<file path="config.mk">
export PLATFORM = sky130hd
export DESIGN_NAME = sbc_spi_ctrl
export DESIGN_NICKNAME = d
export VERILOG_FILES = /design/src/pkg/sbc_pkg.sv /design/src/pkg/sbc_strm_if.sv /design/src/hw/sbc_rx_buf.sv /design/src/hw/sbc_spi_ctrl.sv
export VERILOG_INCLUDE_DIRS = /design/src /design/src/pkg
export SDC_FILE = /design/constraint.sdc
export NUM_CORES = 1
export LEC_CHECK = 0
export ABC_AREA = 1
export BUFFER_PORTS_ARGS = -buffer_cell sky130_fd_sc_hd__buf_4
export CORE_MARGIN = 2
export CORE_UTILIZATION = 38
export CTS_BUF_LIST = sky130_fd_sc_hd__clkbuf_16
export CTS_CLUSTER_DIAMETER = 60
export DETAILED_ROUTE_END_ITERATION = 8
export MAX_ROUTING_LAYER = met4
export PLACE_DENSITY = 0.56
export SETUP_SLACK_MARGIN = 0.15
export SYNTH_ARGS = -nofsm -noshare
export SYNTH_HDL_FRONTEND = slang
export SYNTH_SLANG_ARGS = --single-unit
</file>
<file path="constraint.sdc">
create_clock -name clk -period 2.6 [get_ports clk]
set_clock_uncertainty 0.2 [all_clocks]
set_input_delay 0.39 -clock clk [delete_from_list [all_inputs] [get_ports clk]]
set_output_delay 0.39 -clock clk [all_outputs]
set_load 0.01 [all_outputs]
</file>
<file path="src/pkg/sbc_regs.svh">
// Constants of the SPI byte controller
`ifndef SBC_REGS_SVH
`define SBC_REGS_SVH

// ****************************************
// Sizes and counts
// ****************************************
`define SBC_LAST_EDGE   5'h0F
`define SBC_ALL_SAMPLES 4'h8
`define SBC_LAST_SAMPLE 4'h7
`define SBC_BUF_DEPTH   2

// ****************************************
// Status bit positions
// ****************************************
`define SBC_ST_ABORT      3
`define SBC_ST_MODE_FAULT 4
`define SBC_ST_OVERRUN    5
`define SBC_ST_COLLIDE    6
`define SBC_ST_DONE       7

// ****************************************
// Reset values
// ****************************************
`define SBC_RST_BYTE 8'h00
`define SBC_SYNC_RST 4'h8

`endif

</file>
<file path="src/pkg/sbc_pkg.sv">
// Types of the SPI byte controller
`default_nettype none
package sbc_pkg;
    typedef enum logic [1:0] {
        SBC_IDLE = 2'h0,
        SBC_RUN  = 2'h1,
        SBC_FIN  = 2'h3
    } sbc_state_type;
    typedef logic [7:0] sbc_byte_type;
endpackage : sbc_pkg
`default_nettype wire

</file>
<file path="src/pkg/sbc_strm_if.sv">
// Byte stream with valid and ready between controller and receive buffer
`timescale 1ns/10ps
`default_nettype none
interface sbc_strm_if;
    logic       valid;
    logic       ready;
    logic [7:0] data;
    modport src (output valid, output data, input ready);
    modport snk (input valid, input data, output ready);
endinterface : sbc_strm_if
`default_nettype wire

</file>
<file path="src/hw/sbc_rx_buf.sv">
// Two-entry receive byte buffer, head entry always at index 0
`timescale 1ns/10ps
`default_nettype none
`include "sbc_regs.svh"
module sbc_rx_buf
    import sbc_pkg::*;
(
    input  wire logic clk,
    input  wire logic rst_n,
    sbc_strm_if.snk   in_s,
    sbc_strm_if.src   out_s
);
    localparam int DEPTH = `SBC_BUF_DEPTH;

    sbc_byte_type     mem_r [DEPTH];
    logic [DEPTH-1:0] vld_r;
    logic [DEPTH-1:0] sh_w;
    logic [DEPTH-1:0] wr_w;
    logic             pop_w;
    logic             push_w;

    assign pop_w       = vld_r[0] && out_s.ready;
    assign in_s.ready  = !vld_r[DEPTH-1];
    assign push_w      = in_s.valid && in_s.ready;
    assign sh_w        = pop_w ? (vld_r >> 1) : vld_r;
    assign out_s.valid = vld_r[0];
    assign out_s.data  = mem_r[0];

    // ****************************************
    // Entries
    // ****************************************
    genvar gi;
    generate
        for (gi = 0; gi < DEPTH; gi++) begin : g_ent
            sbc_byte_type up_w;
            logic         low_w;
            if (gi == DEPTH-1) begin : g_top
                assign up_w = `SBC_RST_BYTE;
            end else begin : g_mid
                assign up_w = mem_r[gi+1];
            end
            if (gi == 0) begin : g_first
                assign low_w = 1'b1;
            end else begin : g_next
                assign low_w = sh_w[gi-1];
            end
            assign wr_w[gi] = push_w && !sh_w[gi] && low_w;
            always_ff @(posedge clk or negedge rst_n) begin
                if (!rst_n) begin
                    vld_r[gi] <= 1'b0;
                    mem_r[gi] <= `SBC_RST_BYTE;
                end else begin
                    vld_r[gi] <= sh_w[gi] | wr_w[gi];
                    mem_r[gi] <= wr_w[gi] ? in_s.data : (pop_w ? up_w : mem_r[gi]);
                end
            end
        end
    endgenerate
endmodule : sbc_rx_buf
`default_nettype wire

</file>
<file path="src/hw/sbc_spi_ctrl.sv">
// SPI byte controller: master/slave shifter, status flags and pin drivers
`timescale 1ns/10ps
`default_nettype none
`include "sbc_regs.svh"
// Functional notes
// - Each transfer swaps exactly one 8-bit byte in both directions.
// - Polarity 0 phase 0: first bit before first rise, shift on fall, sample on rise.
// - Polarity 0 phase 1: drive on rising edges, sample on falling edges.
// - Polarity 1 phase 0: first bit before first fall, shift on rise, sample on fall.
// - Polarity 1 phase 1: drive on falling edges, sample on rising edges.
// - Master starts clocking when a byte is written and the receive stream buffer has room, ends after last clock cycle.
// - Slave with phase 0: transfer spans the active select period.
// - Slave with phase 1: transfer spans first edge to last sampling edge.
// - Data writes load the shift register directly, no transmit buffer.
// - Finished byte goes to a one-byte receive buffer, which data reads return.
// - Clock divider acts only in master mode.
// - In master mode a data write starts a transfer.
// - Done flag sets after final master cycle or last slave sampling edge.
// - Done flag clears by status read followed by a data access.
// - Slave drives its output only while selected; push-pull only.
// - Completion while done flag set keeps the old byte for data reads, offers the new one to the stream buffer, sets overrun.
// - Writes from transfer start until status read after done are dropped, flagged.
// - Select active while master sets mode fault, drivers off, becomes slave.
// - Deselect before slave completion drops the byte and sets abort flag.
// - Slave select is active low.
// - With interrupt enable, done or collision sets sticky interrupt; write 1 clears.
module sbc_spi_ctrl
    import sbc_pkg::*;
(
    input  wire logic       clk,
    input  wire logic       rst_n,
    input  wire logic       master_en,
    input  wire logic       cpol,
    input  wire logic       cpha,
    input  wire logic       lsb_first,
    input  wire logic       interrupt_enable_bit,
    input  wire logic [7:0] clock_divider_register,
    input  wire logic       ctl_wr,
    input  wire logic       data_wr,
    input  wire logic [7:0] data_wdata,
    input  wire logic       data_rd,
    input  wire logic       status_rd,
    input  wire logic       int_clr,
    output logic      [7:0] rd_data,
    output logic      [7:0] status,
    output logic            interrupt_flag_register,
    output logic            rx_valid,
    output logic      [7:0] rx_data,
    input  wire logic       rx_ready,
    input  wire logic       sck_i,
    output logic            sck_o,
    output logic            sck_oe,
    input  wire logic       mosi_i,
    output logic            mosi_o,
    output logic            mosi_oe,
    input  wire logic       miso_i,
    output logic            miso_o,
    output logic            miso_oe,
    input  wire logic       ssel_n
);
    localparam logic [3:0] SYNC_RST = `SBC_SYNC_RST;
    logic [3:0]    pin_w;
    logic [3:0]    s1_r;
    logic [3:0]    s2_r;
    logic          sck_d_r;
    sbc_state_type st_r;
    sbc_state_type st_nxt;
    logic [6:0]    hcnt_r;
    logic [6:0]    hcnt_nxt;
    logic [4:0]    ecnt_r;
    logic [4:0]    ecnt_nxt;
    logic [3:0]    nsamp_r;
    logic [3:0]    nsamp_nxt;
    logic [2:0]    txi_r;
    logic [2:0]    txi_nxt;
    logic          seen_r;
    logic          seen_nxt;
    sbc_byte_type  tx_r;
    sbc_byte_type  rx_r;
    sbc_byte_type  rx_nxt;
    sbc_byte_type  rxbuf_r;
    logic          go_r;
    logic          done_pend_r;
    logic          transfer_done_flag_r;
    logic          transfer_done_flag_arm_r;
    logic          read_overrun_flag_r;
    logic          write_collision_flag_r;
    logic          write_collision_flag_arm_r;
    logic          mode_fault_flag_r;
    logic          mode_fault_flag_arm_r;
    logic          slave_abort_flag_r;
    logic          int_r;
    logic          sck_o_r;
    logic          sck_o_nxt;
    logic          sck_oe_r;
    logic          mosi_o_r;
    logic          mosi_oe_r;
    logic          miso_o_r;
    logic          miso_oe_r;
    logic          ssel_s;
    logic          sck_s;
    logic          mosi_s;
    logic          miso_s;
    logic          mst;
    logic          sel;
    logic [7:0]    half_w;
    logic          m_tick;
    logic          s_edge;
    logic          edge_w;
    logic          lead_w;
    logic          samp_w;
    logic          drv_w;
    logic          din_w;
    logic          wrap_w;
    logic          last_samp;
    logic          cmpl;
    logic          outbit;
    logic          busy;
    logic          blocked;
    logic          wr_ok;
    logic          write_collision_flag_set;
    logic          start;
    logic          dacc;
    logic          transfer_done_flag_clr;
    logic          write_collision_flag_clr;
    logic          mode_fault_flag_set;
    logic          abort_ev;

    sbc_strm_if in_s ();
    sbc_strm_if out_s ();
    // ****************************************
    // Pin synchronisers
    // ****************************************
    assign pin_w = {ssel_n, sck_i, mosi_i, miso_i};
    genvar gi;
    generate
        for (gi = 0; gi < 4; gi++) begin : g_sync
            always_ff @(posedge clk or negedge rst_n) begin
                if (!rst_n) begin
                    s1_r[gi] <= SYNC_RST[gi];
                    s2_r[gi] <= SYNC_RST[gi];
                end else begin
                    s1_r[gi] <= pin_w[gi];
                    s2_r[gi] <= s1_r[gi];
                end
            end
        end
    endgenerate
    assign ssel_s = s2_r[3];
    assign sck_s  = s2_r[2];
    assign mosi_s = s2_r[1];
    assign miso_s = s2_r[0];
    assign sel    = !ssel_s;
    assign mst    = master_en && !mode_fault_flag_r;

    // ****************************************
    // Master clock generation
    // ****************************************
    assign half_w    = {1'b0, clock_divider_register[7:1]};
    assign m_tick    = mst && (st_r == SBC_RUN) && (({1'b0, hcnt_r} + 8'h01) >= half_w);
    assign hcnt_nxt  = (!mst || st_r != SBC_RUN || m_tick) ? 7'h00 : 7'(hcnt_r + 7'h01);
    assign ecnt_nxt  = (st_r != SBC_RUN) ? 5'h00 : (m_tick ? 5'(ecnt_r + 5'h01) : ecnt_r);
    assign sck_o_nxt = (mst && st_r == SBC_RUN) ? (sck_o_r ^ m_tick) : cpol;
    assign start     = mst && (st_r == SBC_IDLE) && go_r && in_s.ready;

    always_comb begin
        case (st_r)
            SBC_IDLE: st_nxt = start ? SBC_RUN : SBC_IDLE;
            SBC_RUN:  st_nxt = !mst ? SBC_IDLE : ((m_tick && ecnt_r == `SBC_LAST_EDGE) ? SBC_FIN : SBC_RUN);
            SBC_FIN:  st_nxt = SBC_IDLE;
            default:  st_nxt = SBC_IDLE;
        endcase
    end

    // ****************************************
    // Edges, sampling and shifting
    // ****************************************
    assign s_edge    = !mst && sel && (sck_s != sck_d_r);
    assign edge_w    = mst ? m_tick : s_edge;
    assign lead_w    = mst ? !ecnt_r[0] : (sck_s != cpol);
    assign samp_w    = edge_w && (lead_w != cpha);
    assign drv_w     = edge_w && (lead_w == cpha);
    assign din_w     = mst ? miso_s : mosi_s;
    assign rx_nxt    = !samp_w ? rx_r : (lsb_first ? {din_w, rx_r[7:1]} : {rx_r[6:0], din_w});
    assign wrap_w    = mst ? (st_r == SBC_IDLE)
                           : (!sel || (nsamp_r == `SBC_ALL_SAMPLES && (cpha || drv_w)));
    assign nsamp_nxt = wrap_w ? 4'h0 : (samp_w ? 4'(nsamp_r + 4'h1) : nsamp_r);
    assign txi_nxt   = wrap_w ? 3'h0 : ((drv_w && seen_r) ? 3'(txi_r + 3'h1) : txi_r);
    assign seen_nxt  = !wrap_w && (seen_r || edge_w);
    assign last_samp = samp_w && (nsamp_r == `SBC_LAST_SAMPLE);
    assign cmpl      = (st_r == SBC_FIN) || done_pend_r;
    assign outbit    = lsb_first ? tx_r[txi_r] : tx_r[3'(3'h7 - txi_r)];

    // ****************************************
    // Software access and flags
    // ****************************************
    assign busy     = mst ? (st_r != SBC_IDLE || go_r) : (sel && (seen_r || !cpha));
    assign blocked  = busy || (transfer_done_flag_r && !transfer_done_flag_arm_r);
    assign wr_ok    = data_wr && !blocked;
    assign write_collision_flag_set = data_wr && blocked;
    assign dacc     = data_rd || data_wr;
    assign transfer_done_flag_clr = transfer_done_flag_arm_r && dacc;
    assign write_collision_flag_clr = write_collision_flag_arm_r && dacc;
    assign mode_fault_flag_set = mst && sel;
    assign abort_ev = !mst && !sel && seen_r && (nsamp_r != `SBC_ALL_SAMPLES);

    always_ff @(posedge clk or negedge rst_n) begin
        if (!rst_n) begin
            st_r        <= SBC_IDLE;
            hcnt_r      <= 7'h00;
            ecnt_r      <= 5'h00;
            nsamp_r     <= 4'h0;
            txi_r       <= 3'h0;
            seen_r      <= 1'b0;
            sck_d_r     <= 1'b0;
            rx_r        <= `SBC_RST_BYTE;
            done_pend_r <= 1'b0;
        end else begin
            st_r        <= st_nxt;
            hcnt_r      <= hcnt_nxt;
            ecnt_r      <= ecnt_nxt;
            nsamp_r     <= nsamp_nxt;
            txi_r       <= txi_nxt;
            seen_r      <= seen_nxt;
            sck_d_r     <= sck_s;
            rx_r        <= rx_nxt;
            done_pend_r <= !mst && last_samp;
        end
    end

    always_ff @(posedge clk or negedge rst_n) begin
        if (!rst_n) begin
            tx_r    <= `SBC_RST_BYTE;
            go_r    <= 1'b0;
            rxbuf_r <= `SBC_RST_BYTE;
        end else begin
            tx_r    <= wr_ok ? data_wdata : tx_r;
            go_r    <= mst && (wr_ok || (go_r && !start));
            rxbuf_r <= (cmpl && !transfer_done_flag_r) ? rx_r : rxbuf_r;
        end
    end

    always_ff @(posedge clk or negedge rst_n) begin
        if (!rst_n) begin
            transfer_done_flag_r   <= 1'b0;
            transfer_done_flag_arm_r             <= 1'b0;
            read_overrun_flag_r    <= 1'b0;
            write_collision_flag_r <= 1'b0;
            write_collision_flag_arm_r             <= 1'b0;
            mode_fault_flag_r      <= 1'b0;
            mode_fault_flag_arm_r             <= 1'b0;
            slave_abort_flag_r     <= 1'b0;
            int_r                  <= 1'b0;
        end else begin
            transfer_done_flag_r   <= cmpl || (transfer_done_flag_r && !transfer_done_flag_clr);
            transfer_done_flag_arm_r             <= !transfer_done_flag_clr && (transfer_done_flag_arm_r || (status_rd && transfer_done_flag_r));
            read_overrun_flag_r    <= (cmpl && transfer_done_flag_r) || (read_overrun_flag_r && !status_rd);
            write_collision_flag_r <= write_collision_flag_set || (write_collision_flag_r && !write_collision_flag_clr);
            write_collision_flag_arm_r             <= !write_collision_flag_clr && (write_collision_flag_arm_r || (status_rd && write_collision_flag_r));
            mode_fault_flag_r      <= mode_fault_flag_set || (mode_fault_flag_r && !(mode_fault_flag_arm_r && ctl_wr));
            mode_fault_flag_arm_r             <= !(mode_fault_flag_arm_r && ctl_wr) && (mode_fault_flag_arm_r || (status_rd && mode_fault_flag_r));
            slave_abort_flag_r     <= abort_ev || (slave_abort_flag_r && !status_rd);
            int_r                  <= (interrupt_enable_bit && (cmpl || write_collision_flag_set)) || (int_r && !int_clr);
        end
    end

    // ****************************************
    // Pin drivers
    // ****************************************
    always_ff @(posedge clk or negedge rst_n) begin
        if (!rst_n) begin
            sck_o_r   <= 1'b0;
            sck_oe_r  <= 1'b0;
            mosi_o_r  <= 1'b0;
            mosi_oe_r <= 1'b0;
            miso_o_r  <= 1'b0;
            miso_oe_r <= 1'b0;
        end else begin
            sck_o_r   <= sck_o_nxt;
            sck_oe_r  <= mst;
            mosi_o_r  <= outbit;
            mosi_oe_r <= mst;
            miso_o_r  <= outbit;
            miso_oe_r <= !mst && sel;
        end
    end

    // ****************************************
    // Receive stream buffer
    // ****************************************
    assign in_s.valid  = cmpl;
    assign in_s.data   = rx_r;
    assign out_s.ready = rx_ready;

    sbc_rx_buf u_rx_buf (
        .clk   (clk),
        .rst_n (rst_n),
        .in_s  (in_s),
        .out_s (out_s)
    );

    // ****************************************
    // Outputs
    // ****************************************
    assign rd_data                     = rxbuf_r;
    assign status[2:0]                 = 3'h0;
    assign status[`SBC_ST_ABORT]       = slave_abort_flag_r;
    assign status[`SBC_ST_MODE_FAULT]  = mode_fault_flag_r;
    assign status[`SBC_ST_OVERRUN]     = read_overrun_flag_r;
    assign status[`SBC_ST_COLLIDE]     = write_collision_flag_r;
    assign status[`SBC_ST_DONE]        = transfer_done_flag_r;
    assign interrupt_flag_register     = int_r;
    assign rx_valid                    = out_s.valid;
    assign rx_data                     = out_s.data;
    assign sck_o                       = sck_o_r;
    assign sck_oe                      = sck_oe_r;
    assign mosi_o                      = mosi_o_r;
    assign mosi_oe                     = mosi_oe_r;
    assign miso_o                      = miso_o_r;
    assign miso_oe                     = miso_oe_r;

    // ****************************************
    // Assertions
    // ****************************************
    a_master_byte:
    assert property (@(posedge clk) disable iff (!rst_n) st_r == SBC_FIN |-> nsamp_r == 4'h8)
        else $error("Master byte ended without eight samples");
    a_master_start:
    assert property (@(posedge clk) disable iff (!rst_n)
        (wr_ok && mst && !sel && in_s.ready) |=> go_r ##1 (st_r == SBC_RUN))
        else $error("Master write did not start a transfer");
    a_done_set:
    assert property (@(posedge clk) disable iff (!rst_n) cmpl |=> transfer_done_flag_r)
        else $error("Done flag not set at completion");
    a_done_hold:
    assert property (@(posedge clk) disable iff (!rst_n)
        (transfer_done_flag_r && !transfer_done_flag_arm_r) |=> transfer_done_flag_r)
        else $error("Done flag cleared without status read");
    a_overrun_drop:
    assert property (@(posedge clk) disable iff (!rst_n)
        (cmpl && transfer_done_flag_r) |=> read_overrun_flag_r && $stable(rxbuf_r))
        else $error("Overrun did not keep the buffer");
    a_collide_drop:
    assert property (@(posedge clk) disable iff (!rst_n) write_collision_flag_set |=> write_collision_flag_r && $stable(tx_r))
        else $error("Colliding write not dropped");
    a_fault_off:
    assert property (@(posedge clk) disable iff (!rst_n) mode_fault_flag_set |=> mode_fault_flag_r ##1 (!sck_oe_r && !mosi_oe_r))
        else $error("Mode fault left drivers on");
    a_slave_oe:
    assert property (@(posedge clk) disable iff (!rst_n) miso_oe_r |-> $past(sel) && !$past(mst))
        else $error("Slave output driven while deselected");
    a_abort_flag:
    assert property (@(posedge clk) disable iff (!rst_n) abort_ev |=> slave_abort_flag_r && !done_pend_r)
        else $error("Abort not flagged");
    a_idle_clock:
    assert property (@(posedge clk) disable iff (!rst_n)
        (mst && st_r == SBC_IDLE) [*2] |-> sck_o_r == $past(cpol))
        else $error("Idle master clock not at inactive level");
    a_slave_nodiv:
    assert property (@(posedge clk) disable iff (!rst_n) !mst |=> hcnt_r == 7'h00)
        else $error("Divider runs in slave mode");
    a_int_set:
    assert property (@(posedge clk) disable iff (!rst_n) (interrupt_enable_bit && cmpl) |=> int_r)
        else $error("Interrupt flag not set");
endmodule : sbc_spi_ctrl
`default_nettype wire

</file>
Yosys cells after proc, flatten, opt, wreduce, memory -nomap -nowiden:

Index checks and enable logic that the tools add are counted.

* ROM bits: 0
* word-level logic and storage cells: 183
* bits in latches: 0
* bits in registers: 88
* output and inout bits: 32
* memories: 0
* RAM bits: 0
* bits of input ports: 33

* $lt $le $gt $ge: 3
* shift-type cells: 0
* reduce and logical (&&, ||, !) cells: 95
* div/mod/pow operators: 0
* multipliers: 0
* bitwise gates (word level): 3
* eq/ne operators: 11
* muxes and demuxes: 28
* add/subtract/negate cells: 6

Operators by type and width (count)
* 1-bit logical AND: 49
* 8-bit two-way mux: 5
* 1-bit logical OR: 21
* 1-bit zero test: 18
* 2-bit nonzero test: 6
* 1-bit two-way mux: 10
* 5-bit two-way mux: 2
* 7-bit by 1-bit adder with 8-bit output, second input constant: 1
* 8-bit by 7-bit >= comparator with 1-bit output: 1
* 3-bit by 4-bit < comparator with 1-bit output, second input constant: 2
* 4-bit two-way mux: 2
* 7-bit by 1-bit adder with 7-bit output, second input constant: 1
* 7-bit two-way mux: 1
* 1-bit binary-select mux with 3-bit select: 2
* 2-bit two-way mux: 3
* 3-bit two-way mux: 2
* 5-bit by 1-bit adder with 5-bit output, second input constant: 1
* 5-bit by 4-bit equality test with 1-bit output, second input constant: 1
* 4-bit by 1-bit adder with 4-bit output, second input constant: 1
* 4-bit by 3-bit equality test with 1-bit output, second input constant: 1
* 4-bit equality test, second input constant: 1
* 4-bit != test, second input constant: 1
* 2-bit one-hot mux with 2 select lines: 1
* 3-bit by 1-bit adder with 3-bit output, second input constant: 1
* other kinds (9): 12

Depth between registers and ports, before layout:

Gate-level depths: netlist of the first run.

* depth in word-level cells: 13
* mapped depth: 20
* gate-level depth less buffers: 20

Cells and area by module:

Synthesis of the first run repeated with hierarchy kept, for this count alone.

* cell total of the unflattened synthesis: 500
* area total of the unflattened synthesis: 4366.7 um^2

Modules (own cells, without submodules)
* sbc_spi_ctrl: area each 3453.3 um^2, instances 1, cells each 386, seq. area each 1754.2 um^2
* sbc_rx_buf: area each 913.4 um^2, instances 1, cells each 114, seq. area each 450.4 um^2

Worst setup path before layout of the first run:

No wires, ideal clock.

* path kind: register to register
* start: register hcnt_r[0]
* end: register nsamp_r[0]
* data arrival time: 2.274 ns
* setup time: 0.124 ns
* slack: 0.002 ns
* stages on the path, launching flop included: 18
* buffers on the path: 0
* clock period less this slack: 2.598 ns
* required time: 2.276 ns
* path through: dfrtp_1 -> ha_1 -> nand2_1 -> inv_1 -> nand4_1 -> xor2_1 -> inv_1 -> ha_1 -> and3_1 -> nand2_1 -> nand2_1 -> nand2_2 -> nand2_1 -> nand2_1 -> nand2_1 -> nand2_1 -> a21oi_4 -> nor2_1

* cells in the longest elaborated chain, start to end: 10
* elaborated cells between the ends (all ways): 12
* those cells by class: add/sub (1); order compare (1); mux (3); reduce/logical (7)

RTL lines
* start: declaration: line sbc_spi_ctrl.sv:68 `logic [6:0] hcnt_r;`
* start signal: assignment: line sbc_spi_ctrl.sv:220 `hcnt_r <= hcnt_nxt;`
* 7-bit by 1-bit adder with 8-bit output *: line sbc_spi_ctrl.sv:160 `assign m_tick = mst && (st_r == SBC_RUN) && (({1'b0, hcnt_r} + 8'h01) >= half_w);`
* 8-bit by 7-bit >= comparator with 1-bit output *: line sbc_spi_ctrl.sv:160
* 1-bit logical AND *: line sbc_spi_ctrl.sv:160
* 1-bit two-way mux *: line sbc_spi_ctrl.sv:179 `assign edge_w = mst ? m_tick : s_edge;`
* 1-bit logical AND: line sbc_spi_ctrl.sv:182 `assign drv_w = edge_w && (lead_w == cpha);`
* 1-bit logical OR: line sbc_spi_ctrl.sv:186 `` : (!sel || (nsamp_r == `SBC_ALL_SAMPLES && (cpha || drv_w))); ``
* 1-bit logical AND: line sbc_spi_ctrl.sv:186
* 1-bit logical OR: line sbc_spi_ctrl.sv:186
* 1-bit two-way mux: line sbc_spi_ctrl.sv:185 `assign wrap_w = mst ? (st_r == SBC_IDLE)`
* 4-bit two-way mux or 2-bit nonzero test (tied branches)
* end signal: assignment: line sbc_spi_ctrl.sv:222 `nsamp_r <= nsamp_nxt;`
* end: declaration: line sbc_spi_ctrl.sv:72 `logic [3:0] nsamp_r;`

Every way passes the cells marked *; elsewhere a longest branch is shown, timed or not.
A chain may end at the register's enable or synchronous reset.

Worst setup path in the final report of the first run:

* start: register hcnt_r[0]
* end: register seen_r

* cells in the longest elaborated chain, start to end: 11
* elaborated cells between the ends (all ways): 12
* those cells by class: add/sub (1); order compare (1); mux (2); reduce/logical (8)

RTL lines
* 7-bit by 1-bit adder with 8-bit output *: line sbc_spi_ctrl.sv:160
* 8-bit by 7-bit >= comparator with 1-bit output *: line sbc_spi_ctrl.sv:160
* 1-bit logical AND *: line sbc_spi_ctrl.sv:160
* 1-bit two-way mux *: line sbc_spi_ctrl.sv:179
* 1-bit logical AND: line sbc_spi_ctrl.sv:182
* 1-bit logical OR: line sbc_spi_ctrl.sv:186
* 1-bit logical AND: line sbc_spi_ctrl.sv:186
* 1-bit logical OR: line sbc_spi_ctrl.sv:186
* 1-bit two-way mux: line sbc_spi_ctrl.sv:185
* 1-bit zero test: line sbc_spi_ctrl.sv:189 `assign seen_nxt = !wrap_w && (seen_r || edge_w);`
* 1-bit logical AND *: line sbc_spi_ctrl.sv:189
* net seen_nxt: line sbc_spi_ctrl.sv:77 `logic seen_nxt;`
* end signal: assignment: line sbc_spi_ctrl.sv:224 `seen_r <= seen_nxt;`
* end: declaration: line sbc_spi_ctrl.sv:76 `logic seen_r;`

Mark *: on every way through the listed nets, which the timed path passes. The rest lies on a longest branch.

==> results of run 1 <==
==> flip-flops by register name, summed over array words and instances, names as in the netlist, 2 cells and up <==
name	flops
ecnt_r	5
u_rx_buf.g_ent.up_w	8
txi_r	3
in_s.data	8
u_rx_buf.out_s.data	8
tx_r	8
rd_data	8
hcnt_r	7
st_r	2
s1_r	4
nsamp_r	4
==> critical path: stages (launching register included) <==
cell,delay (ns)
dfrtp_1,0.39
ha_2,0.20
nand2_2,0.07
inv_2,0.06
nand4_1,0.08
xor2_1,0.20
inv_1,0.10
ha_4,0.27
and3_4,0.17
nand2_4,0.06
nand2_4,0.07
nand2_4,0.07
nand2_4,0.08
nand2_1,0.05
nand2_1,0.07
nand2_2,0.06
a21oi_4,0.26
nor2_1,0.08
==> through the flow <==
step | hold WS [ns] | area [um2] | power (uW)
global placement | 0.1353 | 4835 | 2452
global route | 0.02567 | 5373 | 3868
finish | 0.03735 | 5373 | 3654
CTS | 0.02256 | 5177 | 3672
floorplan | -0.1056 | 4204 | 2204
detailed placement | 0.1358 | 4835 | 2474
==> kinds of logic after synthesis <==
kind of cell    count (synthesis)
other cells                     1
fa+ha+maj                      13
mux                             1
xor+xnor                        9
flops                          88
buf+inv                        84
compound gates                 92
simple gates                  169
==> per-layer routing <==
metal  up-vias  share of wire [%]  global-route usage (%)
li1       1659                  -                       -
met2        58                 50                   25.67
met5         -                  0                       -
met1      1557                 46                   20.18
met3         4                3.4                   3.825
met4         0               0.60                   3.571
==> cells in the final DEF (no fill, tap or decap), drive strengths merged <==
master       synthesis  final
o211ai              18     18
clkinv               2      7
nand3               42     42
and3                 1      1
a21boi               1      1
clkbuf               6     10
dlygate4sd3          0      5
xor2                 8      8
o22ai                2      2
o21ai               53     53
a32o                 1      1
or2                  2      2
a22o                 1      1
a21oi               14     14
ha                  13     13
inv                 60     60
nand4                2      2
o21bai               1      1
nor2                32     32
a211oi               1      1
nand2               86     86
nor3                 4      4
buf                 16     89
dfstp                2      2
dfrtp               86     86
clkinvlp             0      1
mux2i                1      1
conb                 1      3
xnor2                1      1
==> final timing paths <==
check                           from                      end
min in group asynchronous      rst_n                ecnt_r[2]
hold / removal               int_clr  interrupt_flag_register
setup / recovery           hcnt_r[0]                   seen_r
hold reg to reg              s1_r[1]                   mosi_s
setup reg to reg           hcnt_r[0]                   seen_r
max in group asynchronous      rst_n                  tx_r[3]
==> where the power goes <==
group | switching (uW) | internal [uW]
Sequential | 110 | 1570
Clock | 517 | 636
Combinational | 483 | 332
Total | 1110 | 2540
==> cell type report <==
cell class                 instances  area share [%]
clock buffer                       9           4.192
clock inverter                     6          0.6986
inverter                          62           4.565
multi-input combinational        287           31.51
sequential                        88           41.03
tap                              140           3.260
timing repair buffer              95           14.74
==> repair_timing <==
action                                 CTS  global route
pin swaps                               12            13
gates cloned                             0             2
setup endpoints to repair               21            31
buffers inserted                         2            10
hold buffers                             5             0
endpoints found under the hold margin   48             0
gates resized for setup                 12            16
==> impl_metrics.tcl, run 1 <==
set metrics [dict create \
    status "finished, violations left" \
    violations "setup timing" \
    synth.top_cells.by_count "86 x dfrtp_1, 82 x nand2_1, 60 x inv_1" \
    yosys_warnings 0 \
    first_pass_iters 4 \
    ys_ff_latch 88 \
    syn2layout_area_growth_pct 28.72 \
    dr.first_iter.drc_count 153 \
    min_path_cells 2 \
    cp-start-kind "flip-flop" \
    tightestPinTransition_ns 0.7143 \
    rr_worst_depth 17 \
    dp.cells 653 \
    path_max_fanout 8 \
    num_vias 3278 \
    finalNetCount 589 \
    drt-total-wl_um 8935 \
    fmax_mhz 374.0 \
    drv_slew 0 \
    synthCells 457 \
    h-tree-depth 3 \
    yosysTopAreaCellShare_pct 51.56 \
    ios 65 \
    drcViolationCount 0 \
    seq_area_um2 2205 \
    period_needed_ns 2.674 \
    tritoncts "yes" \
    drive_above_1_share_pct 25.41 \
    ant_nets 0 \
    worstSkewPairLatency_ns 0.34 \
    cts.sinks 88 \
    yosysMostFrequentCell "dfrtp_1" \
    synth_area_um2 4174 \
    ys.flop_type "dfrtp_1" \
    multi_input_area_um2 1693 \
    cts_buffer_depth 2 \
    grt_setup_unrepaired "yes" \
    yosys.area_share.adder_pct 3.897 \
    antenna_found_initial 0 \
    worst_setup_path_end_kind "flip-flop" \
    async_flop_share_pct 100.0 \
    synth_seq_area_share_pct 52.82 \
    synth_cell_type_count 41 \
    synth_largest_area_cell "dfrtp_1" \
    synth_area_per_cell_um2 9.133 \
    grt_overflow_total 0 \
    path_clk_slew_ns 0.06 \
    die_area_um2 11840 \
    antennaDiodeCount 0 \
    synthMuxAreaShare_pct 0.2398 \
    dpl_worst_slack_ns -0.07217 \
    synth_compound_area_share_pct 13.19 \
    place_congestion 0.8106 \
    ys_top_cells_by_area "dfrtp_1 52%, nand2_1 7.4%, o21ai_0 5.9%" \
    leakagePower_uw 0.002620 \
    min_period_over_period_pct 102.8 \
    min_path_type "input pin to flip-flop" \
    grt_max_degree 49 \
    core_area_um2 10790 \
    via_per_inst 4.771 \
    fin_cells 687 \
    critical_path_class "flip-flop to flip-flop" \
    cts_buffers 9 \
    relSlewSlack_pct 52.26 \
    yosys.area_share.xor_xnor_pct 2.338 \
    cap_violations 0 \
    required_ns 2.61 \
    root_buffer "clkbuf_16" \
    synth_top_family_by_area "simple AND/OR/NAND/NOR gates" \
    grt_pass1_vias 3035 \
    rows 38 \
    arrival_ns 2.69 \
    die_height_um 108.8 \
    wl_per_cell_um 13.01 \
    tns_ns -0.8387 \
    finalHoldViolations 0 \
    grtUsageTotal_pct 15.82 \
    portBuffers 60 \
    power_density_nw_per_um2 680.0 \
    vdd_ir_drop_max_uv 412.4 \
    layout_setup_ws_ns -0.07366 \
    regToRegSetupSlack_ns -0.07 \
    die-width_um 108.8 \
    initial_core_util_pct 38.67 \
    fin_util_pct 49.78 \
    yosys.area_share.simple_pct 18.20 \
    grt_pass1_wl_um 14210 \
    dpl.hpwl_um 6255 \
    synth_edf_count 0 \
    fillers 996 \
    setup_viol 17 \
]
No activity file was read; power rests on OpenSTA's default activity.
==> run 2, diff against run 1 <==
--- a/config.mk
+++ b/config.mk
@@ -8,6 +8,7 @@
 export LEC_CHECK = 0
 export ABC_AREA = 1
 export BUFFER_PORTS_ARGS = -buffer_cell sky130_fd_sc_hd__buf_4
+export CORE_ASPECT_RATIO = 1.2
 export CORE_MARGIN = 2
 export CORE_UTILIZATION = 38
 export CTS_BUF_LIST = sky130_fd_sc_hd__clkbuf_16
==> impl_metrics.tcl, run 2 (synthesis results as in run 1) <==
set metrics [dict create \
    antennaDiodeCount 0 \
    portBuffers 60 \
    worstSkewPairLatency_ns 0.34 \
    core_area_um2 10620 \
    dpl.hpwl_um 6370 \
    num_vias 3301 \
    path_clk_slew_ns 0.06 \
    cap_violations 0 \
    cp-start-kind "flip-flop" \
    place_congestion 0.7719 \
    holdWs_ns 0.02895 \
    wl_per_cell_um 13.41 \
    place_area_um2 4808 \
    cts_buffer_depth 2 \
    min_path_type "input pin to flip-flop" \
    critical_path.top_delay_family "simple AND/OR/NAND/NOR gates" \
    postLayoutCellArea_um2 5339 \
    layout_setup_ws_ns -0.05169 \
    die-width_um 99.68 \
    final_common_cell "dfrtp_1" \
    grtUsageTotal_pct 16.35 \
    setup_viol 11 \
    slowest_stage "dfrtp_1" \
    slowest_delay_ns 0.42 \
    leakagePower_uw 0.002609 \
    grt_overflow_total 0 \
    regToRegSetupSlack_ns -0.05 \
    drcViolationCount 0 \
    finalNetCount 583 \
    finalHoldViolations 0 \
    rows 41 \
    die_area_um2 11840 \
    required_ns 2.62 \
    fmax_mhz 377.1 \
    period_needed_ns 2.652 \
    drive_above_1_share_pct 25.83 \
    tritoncts "yes" \
    vdd_ir_drop_max_uv 329.8 \
    fillers 1008 \
    status "finished, violations left" \
    grt_setup_unrepaired "yes" \
    grt_pass1_wl_um 14850 \
    power_density_nw_per_um2 684.6 \
    fin_util_pct 50.28 \
    layout_common_cells "85 x dfrtp_1, 79 x buf_4, 74 x nand2_1" \
    dr.first_iter.drc_count 137 \
    ant_nets 0 \
    multi_input_area_um2 1748 \
    path_cells "ha_4, nand2_4, inv_2, nand4_1, xor2_1, inv_1, ha_4, and3_4, nand2_4, nand2_4, nand2_4, nand2_4, nand2_2, nand2_2, nand2_2, a21oi_4, nor2_1" \
    h-tree-depth 3 \
    cts_buffers 9 \
    first_pass_iters 4 \
    min_period_over_period_pct 102.0 \
    cp_common_cell "nand2_4" \
    seq_area_um2 2206 \
    syn2layout_area_growth_pct 27.91 \
    die_height_um 118.8 \
    drv_slew 0 \
    antenna_found_initial 0 \
    cts.sinks 88 \
    root_buffer "clkbuf_16" \
    worst_setup_path_end_kind "flip-flop" \
    dpl_worst_slack_ns -0.08179 \
    crit_buf_inv 2 \
    path_max_fanout 8 \
    via_per_inst 4.920 \
    drt-total-wl_um 8999 \
    grt_pass1_vias 3177 \
    arrival_ns 2.67 \
    critical_path_class "flip-flop to flip-flop" \
    violations "setup timing" \
    tightestPinTransition_ns 0.7038 \
    initial_core_util_pct 39.31 \
    ios 65 \
    relSlewSlack_pct 52.97 \
    grt_max_degree 46 \
]
## run 2: cell count changes in the layout (fill, tap and decap cells not counted), sizes merged
cell and delta:
inv +2, buf -6, clkinv -1
## run 2: stage by stage
step / cells / power (uW) / setup TNS (ns)
after floorplan: 459 / 2204 / 0
after global placement: 642 / 2463 / -0.2033
after detailed placement: 642 / 2481 / -0.5778
after CTS: 665 / 3655 / -0.3331
after global routing: 671 / 3875 / -3.007
final: 671 / 3655 / -0.3576
## run 2: where the power goes
part	total (uW)	internal [uW]	switching, uW
combinational	831	336	495
clock	1140	628	509
sequential	1690	1580	112
## run 2: worst paths after layout
check | start | endpoint | cells after the start
worst max-delay path | hcnt_r[0] | txi_r[0] | 17
worst min-delay path | int_clr | interrupt_flag_register | 2
worst max register to register | hcnt_r[0] | txi_r[0] | 17
worst min register to register | s1_r[2] | sck_s | 0
max in group asynchronous | rst_n | s1_r[3] | 3
min in group asynchronous | rst_n | in_s.data[4] | 2
## run 2: routing by layer
metal | routed length [um] | GRT usage, % | part of all wire (%)
met1 | 4025 | 19.96 | 45
met3 | 351 | 4.343 | 3.9
met4 | 138 | 6.079 | 1.5
met5 | 0 | - | 0
met2 | 4483 | 26.06 | 50
## run 2: final cells by class
cell class,count,share of cell area (%)
Tap cell,129,3.023
Clock inverter,7,0.5859
Inverter,62,4.593
Clock buffer,9,4.218
Timing Repair Buffer,89,13.52
Sequential cell,88,41.32
Multi-Input combinational cell,287,32.74
## run 2: what timing repair did
action                                  4_1_cts  5_1_grt
endpoints found under the setup margin       22       31
hold endpoints to repair                     46        0
pin swaps                                    14       15
cloned                                        0        2
gates resized for setup                       7       32
buffers inserted                              2        4
hold buffers                                  5        0
==> run 3, diff against run 2 <==
--- a/config.mk
+++ b/config.mk
@@ -16,7 +16,6 @@
 export DETAILED_ROUTE_END_ITERATION = 8
 export MAX_ROUTING_LAYER = met4
 export PLACE_DENSITY = 0.56
-export SETUP_SLACK_MARGIN = 0.15
 export SYNTH_ARGS = -nofsm -noshare
 export SYNTH_HDL_FRONTEND = slang
 export SYNTH_SLANG_ARGS = --single-unit
==> impl_metrics.tcl, run 3 (synthesis results as in run 1) <==
set metrics [dict create \
    layout_common_cells "86 x dfrtp_1, 81 x buf_4, 73 x nand2_1" \
    root_buffer "clkbuf_16" \
    wl_per_cell_um 13.34 \
    crit_buf_inv 2 \
    drv_slew 0 \
    path_clk_slew_ns 0.06 \
    postLayoutCellArea_um2 5386 \
    min_period_over_period_pct 104.0 \
    place_congestion 0.7707 \
    portBuffers 60 \
    h-tree-depth 3 \
    drive_above_1_share_pct 25.74 \
    tightestPinTransition_ns 0.7050 \
    tritoncts "yes" \
    status "finished, violations left" \
    num_vias 3300 \
    grt_pass1_wl_um 14970 \
    cts_buffers 9 \
    drcViolationCount 0 \
    relSlewSlack_pct 52.89 \
    fillers 1015 \
    rows 41 \
    arrival_ns 2.72 \
    worstSkewPairLatency_ns 0.33 \
    cts.sinks 88 \
    core_area_um2 10620 \
    path_cells "buf_6, nand3_4, nor2_1, nand2_1, xor2_2, inv_1, ha_4, nand2_1, nand2_1, nand2_1, nand2_2, nor2_4, nand2_4, nand2_4, nand2_2, nand2_1, nand2_1, nand2_2, a21oi_4, nor2_1" \
    finalHoldViolations 0 \
    multi_input_area_um2 1732 \
    die_height_um 118.8 \
    initial_core_util_pct 39.31 \
    vdd_ir_drop_max_uv 330.2 \
    slowest_stage "dfrtp_1" \
    finalNetCount 586 \
    regToRegSetupSlack_ns -0.10 \
    grt_overflow_total 0 \
    dr.first_iter.drc_count 84 \
    tns_ns -1.176 \
    required_ns 2.61 \
    path_max_fanout 8 \
    critical_path_class "flip-flop to flip-flop" \
    die_area_um2 11840 \
    grt_setup_unrepaired "yes" \
    setup_viol 18 \
    power_density_nw_per_um2 693.7 \
    violations "setup timing" \
    via_per_inst 4.903 \
    period_needed_ns 2.705 \
    dpl.hpwl_um 6160 \
    fmax_mhz 369.7 \
    dpl_worst_slack_ns -0.1684 \
    ant_nets 0 \
    final_common_cell "dfrtp_1" \
    drt-total-wl_um 8978 \
    syn2layout_area_growth_pct 29.05 \
    cts_buffer_depth 2 \
    cp_common_cell "nand2_1" \
    slowest_delay_ns 0.36 \
    first_pass_iters 4 \
    critical_path.top_delay_family "simple AND/OR/NAND/NOR gates" \
    dp.cells 642 \
    ios 65 \
    antenna_found_initial 0 \
    cap_violations 0 \
    place_area_um2 4798 \
    leakagePower_uw 0.002619 \
    grtUsageTotal_pct 16.12 \
    seq_area_um2 2205 \
    holdWs_ns 0.03045 \
    grt_pass1_vias 3183 \
    layout_setup_ws_ns -0.1047 \
    die-width_um 99.68 \
    worst_setup_path_end_kind "flip-flop" \
    cp-start-kind "flip-flop" \
    fin_cells 673 \
    grt_max_degree 50 \
    antennaDiodeCount 0 \
    min_path_type "input pin to flip-flop" \
]
[run 3: worst paths after layout]
check / start / to / cells after the start
worst min register to register: s1_r[0] / miso_s / 0
worst max register to register: hcnt_r[0] / nsamp_r[2] / 20
worst max-delay path: hcnt_r[0] / nsamp_r[2] / 20
min in group asynchronous: rst_n / rd_data[6] / 2
worst min-delay path: int_clr / interrupt_flag_register / 2
max in group asynchronous: rst_n / ssel_s / 3
[run 3: routing by layer]
metal  up-vias  share of wire (%)  track usage (%)
li1       1650                  -                -
met4         0                1.9            6.935
met1      1581                 44            20.50
met3        13                3.5            2.347
met5         -                  0                -
met2        56                 51            25.72
[run 3: through the flow]
step	util (%)	total power, uW
3_5_place_dp	45.19	2474
6_report	50.72	3737
3_3_place_gp	45.19	2460
5_1_grt	50.72	3968
4_1_cts	49.22	3736
2_1_floorplan	-	2203
[run 3: area by class of cell]
class / count / share of cell area (%)
flip-flops and latches: 88 / 40.93
multi-input cells: 287 / 32.15
repair buffers: 92 / 14.22
inverters: 62 / 4.553
clock buffers: 9 / 4.181
well taps: 129 / 2.997
clock inverters: 6 / 0.9756
[run 3: report_power, final]
part / leakage (uW) / switching, uW / internal, uW
sequential: 0.00116 / 109 / 1580
combinational: 0.00132 / 489 / 337
clock: 0.000135 / 501 / 725
total: 0.00262 / 1100 / 2640
[run 3: repair_timing]
item / CTS / global route
setup endpoints to repair: 19 / 29
endpoints found under the hold margin: 43 / 0
gates cloned: 0 / 2
pin swaps: 15 / 16
resized for setup: 14 / 27
buffers inserted: 6 / 3
hold buffers: 5 / 0
[run 3: worst register-to-register path, stage by stage (launching register included)]
cell and delay [ns]:
dfrtp_1 0.36, buf_6 0.12, nand3_4 0.09, nor2_1 0.11
nand2_1 0.09, xor2_2 0.16, inv_1 0.10, ha_4 0.28
nand2_1 0.07, nand2_1 0.06, nand2_1 0.06, nand2_2 0.08
nor2_4 0.05, nand2_4 0.08, nand2_4 0.06, nand2_2 0.07
nand2_1 0.05, nand2_1 0.07, nand2_2 0.06, a21oi_4 0.26
nor2_1 0.09
